===== config.mk =====
export PLATFORM = sky130hd
export DESIGN_NAME = tlbr_debug_readout
export DESIGN_NICKNAME = d
export VERILOG_FILES = /design/src/hw/tlbr_pkg.sv /design/src/hw/tlbr_debug_readout.sv /design/src/hw/tlbr_word_fmt.sv
export VERILOG_INCLUDE_DIRS = /design/src /design/src/hw
export SDC_FILE = /design/constraint.sdc
export NUM_CORES = 1
export LEC_CHECK = 0
export ABC_AREA = 0
export BUFFER_PORTS_ARGS = -buffer_cell sky130_fd_sc_hd__buf_2
export CAP_MARGIN = 25
export CORE_UTILIZATION = 40
export CTS_CLUSTER_DIAMETER = 100
export DETAILED_ROUTE_END_ITERATION = 12
export SLEW_MARGIN = 20
export SYNTH_ARGS = -nofsm -noshare
export SYNTH_HDL_FRONTEND = slang
export SYNTH_HIERARCHICAL = 1
export SYNTH_SLANG_ARGS = --single-unit

===== constraint.sdc =====
create_clock -name clk -period 9.5 [get_ports clk]
set_input_delay 0.95 -clock clk [delete_from_list [all_inputs] [get_ports clk]]
set_output_delay 0.95 -clock clk [all_outputs]
set_load 0.005 [all_outputs]

===== src/hw/tlbr_cfg.svh =====
// constants for the translation cache debug readout
// Contract
// - data read returns selected word, pointer advances
// - each advance adds four bytes
// - fetched word returned on programming port
// - pointers writable, data registers read-only
// - pointer bits 1:0 read zero
// - out-of-bounds pointer reads return zero
// - only secure accesses reach these registers
// - buffer-unit pair at 0x80 and 0x84
// - walk-unit pair at 0x88 and 0x8C
// - data register is 32-bit addressed word
// - pointer bits 31:16 zero unless written
// - buffer-unit selector in bits 31:24
// - entry index 15:4, word index 3:0
// - walk-unit bits 27:26 pick read source
// - walk-unit bits 25:24 pick way RAM
// - word 0 bits 31:4 hold lookup address
// - word position code marks first/last/middle
// - bit 1 flags pointer invalid
// - bit 0 flags word content invalid
// - parity-corrupt invalid entries need no correction
// - word 1 bits 31:16 hold address tag
// - word 2 bits 31:4 hold physical address
`ifndef TLBR_CFG_SVH
`define TLBR_CFG_SVH

`define TLBR_OFF_BU_PTR 8'h80
`define TLBR_OFF_BU_DATA 8'h84
`define TLBR_OFF_TC_PTR 8'h88
`define TLBR_OFF_TC_DATA 8'h8C

`define TLBR_PTR_RST 32'h0000_0000
`define TLBR_PTR_STEP 16'h0004
`define TLBR_LOW_MASK 32'hFFFF_FFFC
`define TLBR_ZERO_WORD 32'h0000_0000

`define TLBR_POS_MID 2'h0
`define TLBR_POS_FIRST 2'h1
`define TLBR_POS_LAST 2'h2
`define TLBR_POS_CACHE 2'h3
`define TLBR_WORD_VA 2'h0
`define TLBR_WORD_TAG 2'h1
`define TLBR_WORD_PA 2'h2
`define TLBR_WORD_LAST 2'h3

`define TLBR_RESP_OKAY 2'h0
`define TLBR_RESP_SLVERR 2'h2
`define TLBR_RESP_DECERR 2'h3
`define TLBR_PROT_NS 1

`endif


===== src/hw/tlbr_pkg.sv =====
// types shared by the translation cache debug readout
package tlbr_pkg;

    typedef struct packed {
        logic [7:0] unit;
        logic [7:0] rsv;
        logic [11:0] entry;
        logic [3:0] word;
    } tlbr_bu_ptr_t;

    typedef struct packed {
        logic [3:0] rsv_hi;
        logic [1:0] src;
        logic [1:0] way;
        logic [7:0] rsv;
        logic [11:0] entry;
        logic [3:0] word;
    } tlbr_tc_ptr_t;

    typedef struct packed {
        logic side;
        logic [7:0] unit;
        logic [1:0] src;
        logic [1:0] way;
        logic [11:0] entry;
        logic [1:0] word;
    } tlbr_fetch_t;

    typedef struct packed {
        logic word_bad;
        logic ptr_bad;
        logic [27:0] va;
        logic [15:0] address_space_tag;
        logic [11:0] attr;
        logic [27:0] pa;
        logic [27:0] extra;
    } tlbr_entry_t;

    typedef enum logic [1:0] {
        TLBR_IDLE,
        TLBR_FETCH,
        TLBR_FMT,
        TLBR_RESP
    } tlbr_state_t;

endpackage


===== src/hw/tlbr_debug_readout.sv =====
// translation cache debug readout on the secure programming port
`timescale 1ns/1ps
`include "tlbr_cfg.svh"
module tlbr_debug_readout
    import tlbr_pkg::*;
#(
    parameter int ADDR_W = 8,
    parameter int ID_W = 4,
    parameter int NUM_UNITS = 8,
    parameter int BU_ENTRIES = 64,
    parameter int TC_ENTRIES = 512
) (
    // clock, reset, enable
    input wire logic clk,
    input wire logic rst,
    input wire logic ce,
    // write address
    input wire logic awvalid,
    output logic awready,
    input wire logic [ADDR_W-1:0] awaddr,
    input wire logic [ID_W-1:0] awid,
    input wire logic [2:0] awprot,
    // write data
    input wire logic wvalid,
    output logic wready,
    input wire logic [31:0] wdata,
    input wire logic [3:0] wstrb,
    // write response
    output logic bvalid,
    input wire logic bready,
    output logic [1:0] bresp,
    output logic [ID_W-1:0] bid,
    // read address
    input wire logic arvalid,
    output logic arready,
    input wire logic [ADDR_W-1:0] araddr,
    input wire logic [ID_W-1:0] arid,
    input wire logic [2:0] arprot,
    // read data
    output logic rvalid,
    input wire logic rready,
    output logic [31:0] rdata,
    output logic [1:0] rresp,
    output logic [ID_W-1:0] rid,
    output logic rlast,
    // cache read port, data one cycle after the request
    output logic cache_req,
    output tlbr_fetch_t cache_fetch,
    input wire tlbr_entry_t cache_entry
);

    tlbr_state_t state, next_state;
    tlbr_bu_ptr_t bu_ptr, next_bu_ptr;
    tlbr_tc_ptr_t tc_ptr, next_tc_ptr;
    tlbr_fetch_t next_fetch;
    logic oob, next_oob;
    logic rsel_fmt, next_rsel_fmt;
    logic [31:0] rreg, next_rreg;
    logic [1:0] next_rresp, next_bresp;
    logic [ID_W-1:0] next_rid, next_bid;
    logic next_bvalid;
    logic wr_pend, wr_take, ar_take, wr_sec, rd_sec;
    logic [31:0] fmt_word;

    function automatic logic [31:0] merge(input logic [31:0] old, input logic [31:0] din,
                                          input logic [3:0] strb);
        logic [31:0] m;
        m = old;
        for (int i = 0; i < 4; i++) begin
            if (strb[i]) begin
                m[8*i +: 8] = din[8*i +: 8];
            end
        end
        return m & `TLBR_LOW_MASK;
    endfunction

    // a write and a read never share a cycle, so a pointer has one updater at a time
    assign wr_pend = awvalid && wvalid && !bvalid;
    assign wr_take = ce && state == TLBR_IDLE && wr_pend;
    assign ar_take = ce && state == TLBR_IDLE && arvalid && !wr_pend;
    assign awready = wr_take;
    assign wready = wr_take;
    assign arready = ar_take;
    assign wr_sec = !awprot[`TLBR_PROT_NS];
    assign rd_sec = !arprot[`TLBR_PROT_NS];
    assign rvalid = state == TLBR_RESP;
    assign rlast = 1'b1;
    assign rdata = rsel_fmt ? fmt_word : rreg;
    assign cache_req = ce && state == TLBR_FETCH;

    always_comb begin
        next_state = state;
        next_bu_ptr = bu_ptr;
        next_tc_ptr = tc_ptr;
        next_fetch = cache_fetch;
        next_oob = oob;
        next_rsel_fmt = rsel_fmt;
        next_rreg = rreg;
        next_rresp = rresp;
        next_rid = rid;
        next_bvalid = bvalid && !bready;
        next_bresp = bresp;
        next_bid = bid;
        if (wr_take) begin
            next_bvalid = 1'b1;
            next_bid = awid;
            next_bresp = `TLBR_RESP_SLVERR;
            if (wr_sec) begin
                next_bresp = `TLBR_RESP_OKAY;
                case (awaddr)
                    ADDR_W'(`TLBR_OFF_BU_PTR): begin
                        next_bu_ptr = merge(bu_ptr, wdata, wstrb);
                    end
                    ADDR_W'(`TLBR_OFF_TC_PTR): begin
                        next_tc_ptr = merge(tc_ptr, wdata, wstrb);
                    end
                    // data registers are read-only: the write is acknowledged and dropped
                    ADDR_W'(`TLBR_OFF_BU_DATA), ADDR_W'(`TLBR_OFF_TC_DATA): begin
                        next_bresp = `TLBR_RESP_OKAY;
                    end
                    default: next_bresp = `TLBR_RESP_DECERR;
                endcase
            end
        end
        case (state)
            TLBR_IDLE: begin
                if (ar_take) begin
                    next_rid = arid;
                    next_rsel_fmt = 1'b0;
                    next_rreg = `TLBR_ZERO_WORD;
                    next_rresp = `TLBR_RESP_SLVERR;
                    next_state = TLBR_RESP;
                    if (rd_sec) begin
                        next_rresp = `TLBR_RESP_OKAY;
                        case (araddr)
                            ADDR_W'(`TLBR_OFF_BU_PTR): next_rreg = bu_ptr;
                            ADDR_W'(`TLBR_OFF_TC_PTR): next_rreg = tc_ptr;
                            ADDR_W'(`TLBR_OFF_BU_DATA): begin
                                next_fetch = '0;
                                next_fetch.unit = bu_ptr.unit;
                                next_fetch.entry = bu_ptr.entry;
                                next_fetch.word = bu_ptr.word[3:2];
                                next_oob = 32'(bu_ptr.unit) >= NUM_UNITS ||
                                           32'(bu_ptr.entry) >= BU_ENTRIES;
                                next_rsel_fmt = 1'b1;
                                next_state = TLBR_FETCH;
                            end
                            ADDR_W'(`TLBR_OFF_TC_DATA): begin
                                next_fetch = '0;
                                next_fetch.side = 1'b1;
                                next_fetch.src = tc_ptr.src;
                                next_fetch.way = tc_ptr.way;
                                next_fetch.entry = tc_ptr.entry;
                                next_fetch.word = tc_ptr.word[3:2];
                                next_oob = 32'(tc_ptr.entry) >= TC_ENTRIES;
                                next_rsel_fmt = 1'b1;
                                next_state = TLBR_FETCH;
                            end
                            default: next_rresp = `TLBR_RESP_DECERR;
                        endcase
                    end
                end
            end
            TLBR_FETCH: begin
                // word and entry fields form one counter; entry wraps without touching 31:16
                if (cache_fetch.side) begin
                    next_tc_ptr[15:0] = tc_ptr[15:0] + `TLBR_PTR_STEP;
                end else begin
                    next_bu_ptr[15:0] = bu_ptr[15:0] + `TLBR_PTR_STEP;
                end
                next_state = TLBR_FMT;
            end
            TLBR_FMT: next_state = TLBR_RESP;
            TLBR_RESP: begin
                if (rready) begin
                    next_state = TLBR_IDLE;
                end
            end
            default: next_state = TLBR_IDLE;
        endcase
    end

    always_ff @(posedge clk or posedge rst) begin
        if (rst) begin
            state <= TLBR_IDLE;
            bu_ptr <= `TLBR_PTR_RST;
            tc_ptr <= `TLBR_PTR_RST;
            cache_fetch <= '0;
            oob <= 1'b0;
            rsel_fmt <= 1'b0;
            rreg <= `TLBR_ZERO_WORD;
            rresp <= `TLBR_RESP_OKAY;
            rid <= '0;
            bvalid <= 1'b0;
            bresp <= `TLBR_RESP_OKAY;
            bid <= '0;
        end else if (ce) begin
            state <= next_state;
            bu_ptr <= next_bu_ptr;
            tc_ptr <= next_tc_ptr;
            cache_fetch <= next_fetch;
            oob <= next_oob;
            rsel_fmt <= next_rsel_fmt;
            rreg <= next_rreg;
            rresp <= next_rresp;
            rid <= next_rid;
            bvalid <= next_bvalid;
            bresp <= next_bresp;
            bid <= next_bid;
        end
    end

    // cache answers while in the format state
    tlbr_word_fmt u_fmt (
        .clk(clk),
        .rst(rst),
        .ce(ce),
        .load(state == TLBR_FMT),
        .oob(oob),
        .first_entry(cache_fetch.entry == 12'h000),
        .word(cache_fetch.word),
        .entry(cache_entry),
        .word_out(fmt_word)
    );
endmodule


===== src/hw/tlbr_word_fmt.sv =====
// packs one cache entry word into the debug read data layout
`timescale 1ns/1ps
`include "tlbr_cfg.svh"
module tlbr_word_fmt
    import tlbr_pkg::*;
(
    // clock and reset
    input wire logic clk,
    input wire logic rst,
    input wire logic ce,
    // request
    input wire logic load,
    input wire logic oob,
    input wire logic first_entry,
    input wire logic [1:0] word,
    input wire tlbr_entry_t entry,
    // packed word
    output logic [31:0] word_out
);

    logic [31:0] next_word_out;
    logic [1:0] pos;
    logic [27:0] body;

    always_comb begin
        pos = `TLBR_POS_MID;
        if (word == `TLBR_WORD_VA) begin
            pos = first_entry ? `TLBR_POS_CACHE : `TLBR_POS_FIRST;
        end else if (word == `TLBR_WORD_LAST) begin
            pos = `TLBR_POS_LAST;
        end
        next_word_out = word_out;
        body = entry.extra;
        if (load) begin
            // parity faults on invalid entries pass through untouched
            case (word)
                `TLBR_WORD_VA: body = entry.va;
                `TLBR_WORD_TAG: body = {entry.address_space_tag, entry.attr};
                `TLBR_WORD_PA: body = entry.pa;
                default: body = entry.extra;
            endcase
            next_word_out = {body, pos, entry.ptr_bad, entry.word_bad};
            if (oob) begin
                next_word_out = `TLBR_ZERO_WORD;
            end
        end
    end

    always_ff @(posedge clk or posedge rst) begin
        if (rst) begin
            word_out <= `TLBR_ZERO_WORD;
        end else if (ce) begin
            word_out <= next_word_out;
        end
    end
endmodule


# After elaboration in Yosys (flattened, before gate mapping)
# Index checks and enable logic that the tools add are counted.
# Widths: inputs -> output; s select.
# word_totals
ff_bits	172
latch_bits	0
ramBits	0
mem_bits_ro	0
inputBits	188
output_inout_bits	78
word_cells	113
memories	0
# op_classes
n_addsub	2
multipliers	0
div_mod_pow	0
order_cmp	3
n_eq_ne	16
shift	0
mux	36
bitwise	2
n_reduce_logical	28
# ops
operator	count
$mux 16	10
$mux 32	3
$pmux 28 s3	1
$eq 8x8->1 const B	8
$pmux 32 s2	1
$pmux 27 s2	1
$add 16x3->16 const B	2
$mux 8	4
$reduce_and 5->1	5
$mux 2	11
$ge 12x10->1 const B	1
$ge 12x7->1 const B	1
$logic_not 12->1	1
$eq 2x2->1 const B	4
$ge 8x4->1 const B	1
$logic_and 1x1->1	8
$pmux 2 s4	1
$reduce_or 4->1	2
$reduce_and 3->1	2
$eq 2x1->1 const B	2
$logic_not 2->1	2
$reduce_and 2->1	2
$logic_not 1->1	3
$mux 1	3
7 further kinds	8

# Logic depth before layout (Yosys ltp)
# logic_depth
depth_word	6
ltp_mapped	10
ltp_nobuf	7

# Cells and area by module
# Netlist, hierarchy kept.
# modules_own_cells
module	n_inst	cells_per_inst	area_each_um2	seq_area_each_um2
tlbr_debug_readout	1	683	7041.8	3503.4
tlbr_word_fmt	1	115	1830.5	800.8

# Worst setup path after synthesis
# OpenSTA, ideal clock, no wires.
# synth_path
path_type	input -> register
from	in awaddr[1]
to	reg bu_ptr[14] (netlist name)
t_arrival_ps	2976
required_ps	9361
setup_slack_ps	6385
cell_stages	7
path_buffers	2
cell_sequence	or4_4 -> or4_4 -> buf_6 -> or4_1 -> buf_2 -> o22ai_1 -> a21oi_1
# synth_via
elab_chain_len	6
# synth_rtl
item	line	text
from (decl)	tlbr_debug_readout.sv:20	input wire logic [ADDR_W-1:0] awaddr,
$eq 8x8->1 *	tlbr_debug_readout.sv:110	case (awaddr)
$mux 16 *	tlbr_debug_readout.sv:110	
$mux 16 *	tlbr_debug_readout.sv:108	if (wr_sec) begin
$mux 16 *	tlbr_debug_readout.sv:104	if (wr_take) begin
$mux 16	tlbr_debug_readout.sv:166	if (cache_fetch.side) begin
$mux 16 *	tlbr_debug_readout.sv:125	case (state)
to (signal assigned)	tlbr_debug_readout.sv:186	bu_ptr <= `TLBR_PTR_RST;
to (signal assigned)	tlbr_debug_readout.sv:199	bu_ptr <= next_bu_ptr;
to (decl)	tlbr_debug_readout.sv:53	tlbr_bu_ptr_t bu_ptr, next_bu_ptr;
# Mark *: on every way between the ends. The rest lies on a longest branch, timed or not.
# A chain may end at the register's enable or synchronous reset.

# Final worst setup path
# layout_path
from	in awvalid
to	out arready
# layout_via
elab_chain_len	4
# layout_rtl
item	line	text
from (decl)	tlbr_debug_readout.sv:18	input wire logic awvalid,
$logic_and 1x1->1 (2 in series)	tlbr_debug_readout.sv:78	assign wr_pend = awvalid && wvalid && !bvalid;
$logic_not 1->1	tlbr_debug_readout.sv:80	assign ar_take = ce && state == TLBR_IDLE && arvalid && !wr_pend;
$logic_and 1x1->1	tlbr_debug_readout.sv:80	
to (decl)	tlbr_debug_readout.sv:35	output logic arready,
# Every way passes these cells.

==> qor.txt <==
drt wl/cell -> 19.7 um
grt ovf -> 0
endpoints failing setup -> 0
Synth cell types -> 65
post-synthesis adder-cell area fraction -> 0.00846
CTS Buf Count -> 17
nets -> 1230
number of buffers added on ports -> 258
Synth warnings -> 6
IO Count -> 266
clock tree buffer depth -> 2
initial antenna violation count -> 0
clock latency on the worst-skew pair -> 0.43 ns
worst setup path class -> primary input to output port
# fillers -> 2054
f_max -> 0.292 GHz
Syn-to-layout area delta -> 23.7%
die area -> 0.0228 mm2
Main synth FF type -> dfrtp_1
Total Routing Usage GR -> 0.232
share of layout cells above drive strength 1 -> 0.400
CTS Root Cell -> clkbuf_16
die height -> 151 um
most common cell after layout, fill and taps aside -> buf_2
clk slew on worst S/H paths -> 0.06 ns
Post-CTS Hold Buffers -> 0
post-DP HPWL -> 19400 um
post-synthesis compound-gate area fraction -> 0.131
register share of total power -> 0.460
GRT met2 Usage -> 0.383
first-pass GRT wire length -> 39300 um
1st-iter DRT viols -> 369
P per Cell Area -> 193 mW/mm2
largest net degree at the start of global routing -> 74
Leakage Power -> 5.38 nW
startpoint class of the critical path -> primary input
largest family of logic cells by synthesized area -> multiplexers
P_int -> 1.45 mW
Detail Route Antenna Nets -> 0
Synth area leaders -> dfrtp_1 (49%), mux2_2 (9.8%), mux4_2 (6.9%)
setup TNS -> 0 ns
vias -> 7268
Synth async-reset ratio -> 1.00
max cap viols -> 0
Synth Cell Area -> 0.00887 mm2
CTS tree -> yes
slew margin rel. -> 0.351
period utilization -> 0.360
Clock Power Share -> 0.320
final worst path period need -> 3.42 ns
postcts setup bufs -> 0
Simple-Gate Fraction of Synth Area -> 0.127
final slew viol count -> 0
mux contribution to synthesized area -> 0.212
Hold/Removal Path Class -> flip-flop to flip-flop
drt first pass iters -> 5
Finished Core Util -> 0.505
GRT met1 Usage -> 0.311
Max FO, Critical Path -> 40
slew at the pin with the worst max-slew slack -> 0.970 ns
Synth Register Bits -> 172
Setup crit end kind -> output port
clk_skew -> 0.0126 ns
H-tree depth -> 4
most used routing layer in global routing -> met2
core area -> 0.0218 mm2
Switch Pwr -> 0.667 mW
Initial Util -> 0.408
met3 GRT Util -> 0.0364
Comb pwr share -> 0.220
WP data required -> 8.55 ns
Synth top area share -> 0.485
post_cts resized -> 0
final hold viol count -> 0
synthesized instance count -> 798
most frequent cells in the layout -> buf_2 (258), dfrtp_1 (171), nand2_1 (99)
Final Wtd Congestion -> 0.867
drc violations -> 0
Die Wd -> 151 um
Post-Synth XOR/XNOR Area -> 0.00395
vias in the first global route -> 6908
sw frac -> 0.315
Syn Area/Cell -> 11.1 um2
register area share after synthesis -> 0.485
outcome -> complete, no violations
RSZ-0062 raised after global routing -> false
Routed WL -> 26100 um
Rows -> 54
clk sink count -> 172
Max IR drop VDD -> 0.123 mV
Synth area leader -> dfrtp_1
Post-synth EDFFs -> 0
worst path arrival time -> 2.47 ns
Pwr Total -> 2.12 mW
Mapped Nets -> 992
routed vias/inst -> 5.47
==> state kept, by name, summed over array words and instances, names as in the netlist <==
register,cells
bid,4
bresp,2
bu_ptr,32
bvalid,1
cache_fetch,27
oob,1
rid,4
rreg,32
rresp,2
rsel_fmt,1
state,2
tc_ptr,32
u_fmt/word_out,32
==> critical path: stages <==
cell      delay [ns]
buf_2           0.07
nand3b_1        0.24
nand4_1         0.19
buf_4           0.42
clkinv_1        0.36
buf_2           0.22
==> final timing paths <==
| path | depth (start not counted) | slack, ns | endpoint | startpoint |
|---|---|---|---|---|
| min | 2 | 0.48 | rreg[2]$_DFFE_PP0P_ | rreg[2]$_DFFE_PP0P_ |
| max | 6 | 6.08 | arready | awvalid |
| min in group asynchronous | 2 | 0.60 | rreg[24]$_DFFE_PP0P_ | rst |
| max in group asynchronous | 4 | 7.70 | bu_ptr[29]$_DFFE_PP0P_ | rst |
| max reg2reg | 8 | 6.45 | cache_fetch[22]$_DFFE_PP0P_ | state[0]$_DFFE_PP0P_ |
| min reg2reg | 2 | 0.48 | rreg[2]$_DFFE_PP0P_ | rreg[2]$_DFFE_PP0P_ |
==> synth_stat cells, drive strengths merged (4+ instances only) <==
master	count
nand4	13
o22ai	6
clkbuf	36
o21a	4
nand2b	7
or4	4
o31ai	7
nand2	99
nor3	7
a22o	33
o221ai	4
nor2	32
nor2b	10
o21ai	71
nor4	12
buf	14
nand3	18
and3	7
inv	14
and2	8
mux2i	38
mux2	77
ha	6
o22a	4
mux4	28
a21oi	22
dfrtp	172
==> layout make-up <==
type	count	area, um2	share of cell area
antenna	1	2.50	0.000228
clock buffer	18	439	0.0400
clock inverter	13	138	0.0125
inverter	15	61.3	0.00558
multi-input combinational	561	4280	0.390
sequential	172	4310	0.392
tap	280	350	0.0319
timing repair buffer	269	1400	0.127
==> through the flow <==
| step | area [um2] | hold slack (ns) | instances | worst slack (ns) |
|---|---|---|---|---|
| detailed placement | 10400 | 0.462 | 1295 | 5.92 |
| global placement | 10400 | 0.456 | 1295 | 5.90 |
| global route | 11000 | 0.495 | 1328 | 5.88 |
| CTS | 10900 | 0.479 | 1326 | 6.04 |
| finish | 11000 | 0.476 | 1329 | 6.08 |
| floorplan | 8870 | 0.438 | 798 | 4.80 |
==> layer usage <==
layer	vias up	wire, um
li1	3428	-
met1	3541	11500
met2	269	12600
met3	30	1590
met4	0	471
met5	-	0
==> power by group through the flow <==
| stage | Sequential (mW) | Clock [mW] | Combinational [mW] |
|---|---|---|---|
| 2_1_floorplan | 0.939 | 0 | 0.314 |
| 3_3_place_gp | 0.984 | 0 | 0.458 |
| 3_5_place_dp | 0.983 | 0 | 0.466 |
| 4_1_cts | 0.972 | 0.690 | 0.469 |
| 5_1_grt | 0.992 | 0.721 | 0.516 |
| 6_report | 0.974 | 0.678 | 0.465 |
==> cell families after synthesis <==
family	Yosys count
AOI/OAI and AO/OA	176
xor gates and xnor gates	4
and+or+nand+nor	231
other	1
buffers and inverters	65
muxes	143
DFF	172
adders and majority gates	6
Power figures use the tool's default switching activity.
